### config.mk
export PLATFORM = sky130hd
export DESIGN_NAME = dlpd_top
export DESIGN_NICKNAME = d
export VERILOG_FILES = /design/src/common/dlpd_pkg.sv /design/src/common/dlpd_serial_if.sv /design/src/dlpd_async_serial_adapter.sv /design/src/dlpd_top.sv
export SDC_FILE = /design/constraint.sdc
export NUM_CORES = 1
export LEC_CHECK = 0
export BUFFER_PORTS_ARGS = -buffer_cell sky130_fd_sc_hd__buf_2
export CAP_MARGIN = 20
export CORE_MARGIN = 2
export CORE_UTILIZATION = 40
export CTS_BUF_LIST = sky130_fd_sc_hd__clkbuf_8
export DETAILED_ROUTE_END_ITERATION = 10
export PLACE_DENSITY_LB_ADDON = 0.12
export SYNTH_ARGS = -nofsm -noshare
export SYNTH_HDL_FRONTEND = slang
export SYNTH_HIERARCHICAL = 1
export SYNTH_SLANG_ARGS = --single-unit
### constraint.sdc
create_clock -name clock -period 2.4 [get_ports clock]
set_input_delay 0.48 -clock clock [delete_from_list [all_inputs] [get_ports clock]]
set_output_delay 0.48 -clock clock [all_outputs]
set_load 0.05 [all_outputs]
### src/common/dlpd_pkg.sv
// Package for the duplex link and position display block.
// Assumes a single 25 MHz system clock.
package dlpd_pkg;
  localparam int CLK_HZ = 25000000;
  localparam int BAUD = 9600;
  localparam int BIT_CYCLES = CLK_HZ / BAUD;
  localparam int HALF_BIT_CYCLES = BIT_CYCLES / 2;
  localparam int FRAME_BITS = 10;
  localparam int SEND_PERIOD_MS = 20;
  localparam int SEND_PERIOD_CYCLES = (CLK_HZ / 1000) * SEND_PERIOD_MS;
  localparam int MAX_FLOOR = 19;
  localparam int DIGIT_TEN = 10;
  localparam logic [6:0] SEG_BLANK = 7'h00;
  localparam logic [5:0] SIX_ONE = 6'h01;
  localparam logic [5:0] SIX_PLUS = 6'h06;
  localparam logic [5:0] SIX_MINUS = 6'h02;
  localparam logic [5:0] SIX_BLANK = 6'h00;
  localparam logic [7:0] CALLS_RESET = 8'h00;

  // Units digit to segments g..a
  function automatic logic [6:0] seg7(input logic [3:0] d);
    case (d)
      4'h0: seg7 = 7'h3f;
      4'h1: seg7 = 7'h06;
      4'h2: seg7 = 7'h5b;
      4'h3: seg7 = 7'h4f;
      4'h4: seg7 = 7'h66;
      4'h5: seg7 = 7'h6d;
      4'h6: seg7 = 7'h7d;
      4'h7: seg7 = 7'h07;
      4'h8: seg7 = 7'h7f;
      4'h9: seg7 = 7'h6f;
      default: seg7 = 7'h00;
    endcase
  endfunction : seg7
endpackage : dlpd_pkg

### src/common/dlpd_serial_if.sv
// Byte carrier between the link core and its serial adapter.
// Assumes both ends on the same clock.
`timescale 1ns/10ps
interface dlpd_serial_if;
  logic [7:0] tx_data;
  logic tx_valid;
  logic tx_ready;
  logic [7:0] rx_data;
  logic rx_valid;
  modport core (output tx_data, output tx_valid, input tx_ready, input rx_data, input rx_valid);
  modport adapter (input tx_data, input tx_valid, output tx_ready, output rx_data,
    output rx_valid);
endinterface : dlpd_serial_if

### src/dlpd_async_serial_adapter.sv
// Async serial adapter: 8 data bits, no parity, one stop bit.
// Assumes the receive line is already synchronised to clock.
`timescale 1ns/10ps
module dlpd_async_serial_adapter #(
  parameter int BIT_CYCLES = dlpd_pkg::BIT_CYCLES
) (
  // Clock and reset
  input wire logic clock,
  input wire logic rst,
  // Byte side
  dlpd_serial_if.adapter bytes,
  // Line side
  input wire logic rx_line,
  output logic tx_line
);
  typedef struct packed {
    logic [15:0] tx_cnt;
    logic [3:0] tx_bit;
    logic [9:0] tx_shift;
    logic tx_busy;
    logic [15:0] rx_cnt;
    logic [3:0] rx_bit;
    logic [7:0] rx_shift;
    logic rx_busy;
    logic [7:0] rx_data;
    logic rx_valid;
  } dlpd_ser_t;
  dlpd_ser_t s, next_s;
  localparam logic [15:0] BITC = 16'(BIT_CYCLES - 1);
  localparam logic [15:0] HALFC = 16'(BIT_CYCLES / 2 - 1);
  localparam logic [3:0] LASTB = 4'(dlpd_pkg::FRAME_BITS - 1);

  always_comb begin
    next_s = s;
    next_s.rx_valid = 1'b0;
    if (!s.tx_busy) begin
      if (bytes.tx_valid) begin
        next_s.tx_shift = {1'b1, bytes.tx_data, 1'b0};
        next_s.tx_busy = 1'b1;
        next_s.tx_cnt = BITC;
        next_s.tx_bit = 4'h0;
      end
    end else if (s.tx_cnt != 16'h0000) begin
      next_s.tx_cnt = s.tx_cnt - 16'h0001;
    end else if (s.tx_bit == LASTB) begin
      next_s.tx_busy = 1'b0;
    end else begin
      next_s.tx_shift = {1'b1, s.tx_shift[9:1]};
      next_s.tx_bit = s.tx_bit + 4'h1;
      next_s.tx_cnt = BITC;
    end
    if (!s.rx_busy) begin
      if (!rx_line) begin
        next_s.rx_busy = 1'b1;
        next_s.rx_cnt = HALFC;
        next_s.rx_bit = 4'h0;
      end
    end else if (s.rx_cnt != 16'h0000) begin
      next_s.rx_cnt = s.rx_cnt - 16'h0001;
    end else begin
      next_s.rx_cnt = BITC;
      next_s.rx_bit = s.rx_bit + 4'h1;
      if (s.rx_bit == 4'h0) begin
        // False start: glitch shorter than half a bit
        if (rx_line) next_s.rx_busy = 1'b0;
      end else if (s.rx_bit == LASTB) begin
        next_s.rx_busy = 1'b0;
        // Stop bit must be high, otherwise the byte is dropped
        if (rx_line) begin
          next_s.rx_data = s.rx_shift;
          next_s.rx_valid = 1'b1;
        end
      end else begin
        next_s.rx_shift = {rx_line, s.rx_shift[7:1]};
      end
    end
  end

  always_ff @(posedge clock or posedge rst) begin
    if (rst) begin
      s <= '{tx_shift: 10'h3ff, default: '0};
    end else begin
      s <= next_s;
    end
  end

  assign tx_line = s.tx_busy ? s.tx_shift[0] : 1'b1;
  assign bytes.tx_ready = !s.tx_busy;
  assign bytes.rx_data = s.rx_data;
  assign bytes.rx_valid = s.rx_valid;
endmodule : dlpd_async_serial_adapter

### src/dlpd_top.sv
// Duplex link supervision, landing call sharing and position display.
// Assumes landing calls and floor/direction come from same-clock logic;
// link pins come from the partner and are synchronised here.
`timescale 1ns/10ps
module dlpd_top #(
  parameter int NCALLS = 8,
  parameter int BIT_CYCLES = dlpd_pkg::BIT_CYCLES,
  parameter int SEND_PERIOD_CYCLES = dlpd_pkg::SEND_PERIOD_CYCLES,
  parameter bit CAR_B = 1'b0
) (
  // Clock and reset
  input wire logic clock,
  input wire logic rst,
  // Partner link pins
  input wire logic link_rx,
  input wire logic link_cts_n,
  output logic link_tx,
  // Landing calls
  input wire logic [7:0] landing_push_feed,
  output logic [7:0] landing_acceptance_feed,
  output logic duplex_active,
  // Position display
  input wire logic [4:0] floor_num,
  input wire logic dir_up,
  input wire logic dir_down,
  output logic [6:0] units_seg,
  output logic [5:0] six_seg
);
  typedef struct packed {
    logic [2:0] rx_sync;
    logic [2:0] cts_sync;
    logic rx_clean;
    logic cts_n_clean;
    logic [31:0] send_cnt;
    logic send_req;
    logic [7:0] partner_calls;
    logic [7:0] accept;
    logic [6:0] units;
    logic [5:0] six;
  } dlpd_state_t;
  dlpd_state_t s, next_s;
  dlpd_serial_if ser ();
  logic linked;

  dlpd_async_serial_adapter #(.BIT_CYCLES(BIT_CYCLES)) u_async_serial_adapter (
    .clock(clock),
    .rst(rst),
    .bytes(ser.adapter),
    .rx_line(s.rx_clean),
    .tx_line(link_tx)
  );

  assign linked = !s.cts_n_clean;

  always_comb begin
    logic [4:0] units_val;
    units_val = 5'h00;
    next_s = s;
    // Three-stage sync; a change counts once stages two and three agree
    next_s.rx_sync = {s.rx_sync[1:0], link_rx};
    next_s.cts_sync = {s.cts_sync[1:0], link_cts_n};
    if (s.rx_sync[2] == s.rx_sync[1]) next_s.rx_clean = s.rx_sync[2];
    if (s.cts_sync[2] == s.cts_sync[1]) next_s.cts_n_clean = s.cts_sync[2];
    // Clear before set, so a period end in the take cycle is not lost
    if (ser.tx_ready && s.send_req) next_s.send_req = 1'b0;
    if (s.send_cnt == 32'(SEND_PERIOD_CYCLES - 1)) begin
      next_s.send_cnt = 32'h0000_0000;
      next_s.send_req = linked;
    end else begin
      next_s.send_cnt = s.send_cnt + 32'h0000_0001;
    end
    if (!linked) begin
      next_s.partner_calls = dlpd_pkg::CALLS_RESET;
    end else if (ser.rx_valid) begin
      next_s.partner_calls = ser.rx_data;
    end
    // split by parity of call index, unless partner already took it
    for (int i = 0; i < NCALLS; i++) begin
      if (!linked) begin
        next_s.accept[i] = landing_push_feed[i];
      end else begin
        next_s.accept[i] = landing_push_feed[i]
          && ((i[0] == CAR_B) || !s.partner_calls[i]);
      end
    end
    if (floor_num > 5'(dlpd_pkg::MAX_FLOOR) || floor_num == 5'h00) begin
      next_s.units = dlpd_pkg::SEG_BLANK;
      next_s.six = dlpd_pkg::SIX_BLANK;
    end else begin
      if (floor_num >= 5'(dlpd_pkg::DIGIT_TEN)) begin
        units_val = floor_num - 5'(dlpd_pkg::DIGIT_TEN);
      end else begin
        units_val = floor_num;
      end
      next_s.units = dlpd_pkg::seg7(units_val[3:0]);
      next_s.six = (floor_num >= 5'(dlpd_pkg::DIGIT_TEN)) ? dlpd_pkg::SIX_ONE
        : dlpd_pkg::SIX_BLANK;
      if (dir_up) begin
        next_s.six = next_s.six | dlpd_pkg::SIX_PLUS;
      end else if (dir_down) begin
        next_s.six = next_s.six | dlpd_pkg::SIX_MINUS;
      end
    end
  end

  always_ff @(posedge clock or posedge rst) begin
    if (rst) begin
      s <= '{rx_sync: 3'h7, cts_sync: 3'h7, rx_clean: 1'b1, cts_n_clean: 1'b1,
        default: '0};
    end else begin
      s <= next_s;
    end
  end

  // bit timing fixed by BIT_CYCLES, same at both ends
  assign ser.tx_data = landing_push_feed;
  assign ser.tx_valid = s.send_req;
  assign landing_acceptance_feed = s.accept;
  assign duplex_active = linked;
  assign units_seg = s.units;
  assign six_seg = s.six;

  // Peer's share of calls under the parity split
  localparam int PEER_BIT = CAR_B ? 0 : 1;
endmodule : dlpd_top

== Yosys cells after proc, flatten, opt, wreduce, memory -nomap -nowiden ==
Memory sizes are Yosys's and may differ from the RTL's.
Cells that the tools add are included.

* Add/subtract/negate cells: 6
* Multipliers: 0
* Divide/modulo/power cells: 0
* $lt $le $gt $ge: 2
* Equality and inequality tests: 10
* Shifts and indexed selects: 0
* Multiplexer cells: 35
* Bitwise logic cells: 3
* Reductions and logical operators: 24

{| class="wikitable"
|+ Operators by type and width
! cell !! number
|-
| 31-bit two-way mux || 2
|-
| 20-bit two-way mux || 2
|-
| 32-bit by 1-bit adder with 32-bit output, second input constant || 1
|-
| 32-bit by 19-bit == test with 1-bit output, second input constant || 1
|-
| 16-bit two-way mux || 2
|-
| 32-bit two-way mux || 1
|-
| 8-bit two-way mux || 4
|-
| 16-bit nonzero test || 2
|-
| 16-bit by 1-bit subtractor with 16-bit output, second input constant || 2
|-
| 30-bit two-way mux || 1
|-
| 22-bit two-way mux || 1
|-
| 9-bit two-way mux || 2
|-
| 15-bit two-way mux || 1
|-
| 1-bit two-way mux || 13
|-
| 13-bit two-way mux || 1
|-
| 10-bit two-way mux || 1
|-
| 4-bit by 1-bit adder with 4-bit output, second input constant || 2
|-
| 4-bit == test, second input constant || 2
|-
| 4-bit two-way mux || 2
|-
| 1-bit logical NOT || 6
|-
| 6-bit two-way mux || 1
|-
| 2-bit != test, second input constant || 3
|-
| 2-bit nonzero test || 3
|-
| 5-bit by 4-bit greater-or-equal comparator with 1-bit output, second input constant || 1
|-
| 15 further kinds || 23
|}

* Register bits after elaboration: 139
* Bits in latches: 0
* Memory bits (writable): 0
* ROM bits: 112
* Memories kept: 1

{| class="wikitable"
|+ Memories
! name !! words !! bits a word !! read ports !! clocked after memory_dff !! write ports !! RTL line !! source
|-
| (no name shown) || 16 || 7 || 1 || 0 || 0 || dlpd_pkg.sv:22 || <nowiki>case (d)</nowiki>
|}

== Longest topological paths before layout ==
* Depth in word-level cells: 5
* Mapped depth: 9

== Hierarchy ==
The synthesis kept the hierarchy.

{| class="wikitable"
|+ Modules (own cells, without submodules)
! module !! instances !! cells an instance !! area an instance (um2)
|-
| dlpd_async_serial_adapter || 1 || 337 || 3499.6
|-
| dlpd_top || 1 || 259 || 2915.3
|}

== Worst setup path before layout ==
No wires, ideal clock.

* Path kind: input port to flip-flop
* From: in floor_num[2]
* To: reg s (netlist bit units_seg[5])
* Arrival time: 2.142 ns
* Required time: 2.317 ns
* Slack: 0.175 ns
* Stages on the path: 9
* Path buffers: 0
* Cell sequence: inv_1 -> ha_1 -> nand2b_1 -> a21oi_1 -> a21oi_1 -> inv_1 -> ha_1 -> or4_1 -> o21ai_0

{| class="wikitable"
|+ RTL lines
! what !! RTL line !! source
|-
| start, declared || dlpd_top.sv:23 || <nowiki>input wire logic [4:0] floor_num,</nowiki>
|-
| end signal, assigned || dlpd_top.sv:108 || <nowiki>s <= '{rx_sync: 3'h7, cts_sync: 3'h7, rx_clean: 1'b1, cts_n_clean: 1'b1,</nowiki>
|-
| end signal, assigned || dlpd_top.sv:111 || <nowiki>s <= next_s;</nowiki>
|-
| end, declared || dlpd_top.sv:41 || <nowiki>dlpd_state_t s, next_s;</nowiki>
|}

== Final worst setup path ==
* From: reg u_async_serial_adapter/s[22] in the netlist's numbering
* To: reg u_async_serial_adapter/s[14] in the netlist's numbering

* Longest elaborated chain between the ends: 3

{| class="wikitable"
|+ RTL lines
! what !! RTL line !! source
|-
| start, declared || dlpd_async_serial_adapter.sv:28 || <nowiki>dlpd_ser_t s, next_s;</nowiki>
|-
| start signal, assigned || dlpd_async_serial_adapter.sv:83 || <nowiki>s <= next_s;</nowiki>
|-
| 16-bit nonzero test || dlpd_async_serial_adapter.sv:58 || <nowiki>end else if (s.rx_cnt != 16'h0000) begin</nowiki>
|-
| 1-bit inverter (no source line) || -- ||
|-
| 4-bit AND reduction (no source line) || -- ||
|}

Every way passes these cells.
A chain may end at the register's enable or synchronous reset.

==> summary.md <==
| Metric | Value |
|---|---|
| Number of antenna violations at the first check in global routing | `0` |
| Critical Path End Type | `register` |
| Drt drc | `0` |
| Hold Vio Cnt, Final | `0` |
| Synth Area per Inst | `10.66 um2` |
| Comb power frac | `0.072` |
| CP Data Required Time | `~2.7 ns` |
| Max Slew Vio Count | `0` |
| Hold Crit Class | `in2async` |
| IO Count | `42` |
| Pint | `between 3000 and 4000 uW` |
| Number of fill cells in the layout | `1443` |
| PD cells | `625.5 nW/um2` |
| Maxcap violations | `0` |
| Rel. slew slack | `0.6166` |
| CP cell instances | `inv_1 -> ha_1 -> nor4b_1 -> and3_2 -> nand3_2 -> nor2_4 -> mux2_2` |
| Crit path kind | `reg2reg` |
| CP max FO | `7` |
| Status | `complete, no violations` |
| First-pass GRT wire length | `21660 um` |
| Vias in the first global route | `between 4000 and 5000` |
| Clock power share | `0.427` |
| Leakage | `between 0.003 and 0.004 uW` |
| Final Critical Period | `roughly 2.2 ns` |
| Gr ovfl total | `0` |
| Die area | `around 17000 um2` |
| Root buffer cell | `clkbuf_8` |
| Worst Max-Slew Pin Slew | `0.5691 ns` |
| Final period utilization | `0.9163` |
| Total core area | `15200 um2` |
| Clk_skew | `0.006211 ns` |
| # rows | `45` |
| Switching share of total power | `0.2672` |
| Die Ht | `roughly 130 um` |
| Routed wire per std cell | `roughly 15 um` |
| Total CTS buffers | `17` |
| CTS Buffer Depth | `2` |
| Maximum clock rate | `roughly 450 MHz` |
| Warnings from Yosys | `6` |
| Total wire length | `12690 um` |
| Share of post-route cells with drive strength above 1 | `0.2274` |
| Crit path DAT | `2.53 ns` |
| Net switching power | `1176 uW` |
| Total power | `approximately 4400 uW` |
| Hold_buf cts | `0` |
| Total setup buffers inserted after CTS | `0` |
| RSZ-0062 raised after global routing | `false` |
| Vias | `roughly 4400` |
| Clock-pin transition on the worst setup and hold timing paths | `0.08 ns` |
| GP Congestion | `~0.79` |
| CP peak stage delay | `between 0.4 and 0.5 ns` |
| IO buf count | `38` |
| WP buf/inv | `1` |
| H-tree depth | `4` |
| N_diodes | `0` |
| TritonCTS clock tree | `yes` |
| Crit path max-delay cell type | `dfrtp_1` |
| Clk_lat worst skew | `~0.44 ns` |
| Final ANT Viol Nets | `0` |
| Max VDD drop | `around 0.4 mV` |
| Initial Util | `0.4081` |
| HPWL after DPL | `9006 um` |
| Iteration-0 DRC count of the detailed router | `289` |
| Synth-to-layout area growth | `13.39%` |
| Largest net degree at the start of global routing | `64` |
| Seq pwr share | `0.500` |
| PostCTS Resize Cnt | `0` |
| # clock sinks | `about 130` |
| Setup TNS | `0 ns` |
| NumNets Final | `663` |
| Cell Area, Synth | `6203 um2` |
| GR Util All Layers | `0.1671` |
| Die span in x | `roughly 130 um` |
| Vias per std cell | `between 5 and 6` |
| Setup crit start kind | `register` |
| Synth Instances | `582` |
| DR pass1 iterations | `4` |
| # setup viols final | `0` |
| Delay-heaviest family, CP | `simple AND/OR/NAND/NOR gates` |
## sequential cells by signal, summed over array words and instances (netlist names)
register,flops
u_async_serial_adapter/s,59
s,40
landing_acceptance_feed,8
units_seg,7
next_s,4
u_async_serial_adapter/bytes.rx_data,4
six_seg,3
ser.tx_valid,1
u_async_serial_adapter/bytes.rx_valid,1
## power by group through the flow
stage | clock (uW) | sequential [uW] | combinational [uW]
3_5_place_dp | 0 | 2240 | 323
6_report | 1880 | 2200 | 318
3_3_place_gp | 0 | 2240 | 318
5_1_grt | 2050 | 2210 | 346
4_1_cts | 1940 | 2200 | 324
2_1_floorplan | 0 | 2230 | 262
## worst register-to-register path: stages (launching register included)
cell and delay, ns:
dfrtp_1 0.41, inv_1 0.07, ha_1 0.18, nor4b_1 0.30, and3_2 0.32, nand3_2 0.17
nor2_4 0.26, mux2_2 0.36
## path summary, 6_finish.rpt
path                                               from                                       to  slack [ns]  cells past startpoint
setup reg to reg           u_async_serial_adapter/s[22]             u_async_serial_adapter/s[14]        0.20                      7
setup / recovery           u_async_serial_adapter/s[22]             u_async_serial_adapter/s[14]        0.20                      7
hold / removal                                      rst  u_async_serial_adapter/bytes.rx_data[7]        0.09                      2
min in group clock                              link_rx                               next_s[68]        0.13                      1
max in group asynchronous                           rst             u_async_serial_adapter/s[39]        1.59                      3
hold reg to reg                              next_s[68]                               next_s[69]        0.36                      0
## layer usage
metal  wire length, um  up-vias  global-route usage
li1                  -     2154                   -
met1              6191     2169              0.2275
met2              5938       64              0.2550
met3               408       16             0.05281
met4               153        0             0.05627
met5                 0        -                   0
## cell usage in the layout (no fill, tap or decap), types with 6 or more instances in the layout
master and count:
o21ai_0 29, inv_1 17, a22o_1 10, nor2_1 49
clkbuf_8 18, nand4_1 11, dfrtp_1 109, a31oi_1 6
dfstp_2 18, ha_1 15, a21o_1 10, xnor2_1 16
nand2b_1 7, nor4_1 10, nor3_1 12, xor2_1 18
nand3_1 30, mux2i_1 6, a21oi_1 24, nand2_1 41
and3_1 8, mux2_2 8, buf_2 38, buf_4 23
## metrics by stage
stage	instance area, um2	worst slack (ns)	hold WS, ns	utilization	instances
2_1_floorplan	6211	0.1749	0.3452	-	584
3_3_place_gp	6625	0.08917	0.3471	0.4358	798
3_5_place_dp	6625	0.003373	0.3493	0.4358	798
4_1_cts	7028	0.1343	0.07174	0.4623	830
5_1_grt	7034	0.01807	0.07056	0.4627	830
6_report	7034	0.2008	0.08806	0.4627	830
## layout make-up
type,instances,area (um2),share of cell area
Multi-Input combinational cell,400,2701,0.3840
Tap cell,188,235.2,0.03344
Timing Repair Buffer,64,422.9,0.06012
Clock buffer,18,247.7,0.03522
Sequential cell,127,3201,0.4550
Inverter,19,71.32,0.01014
Clock inverter,14,155.1,0.02206
No activity file was read; power rests on OpenSTA's default activity.
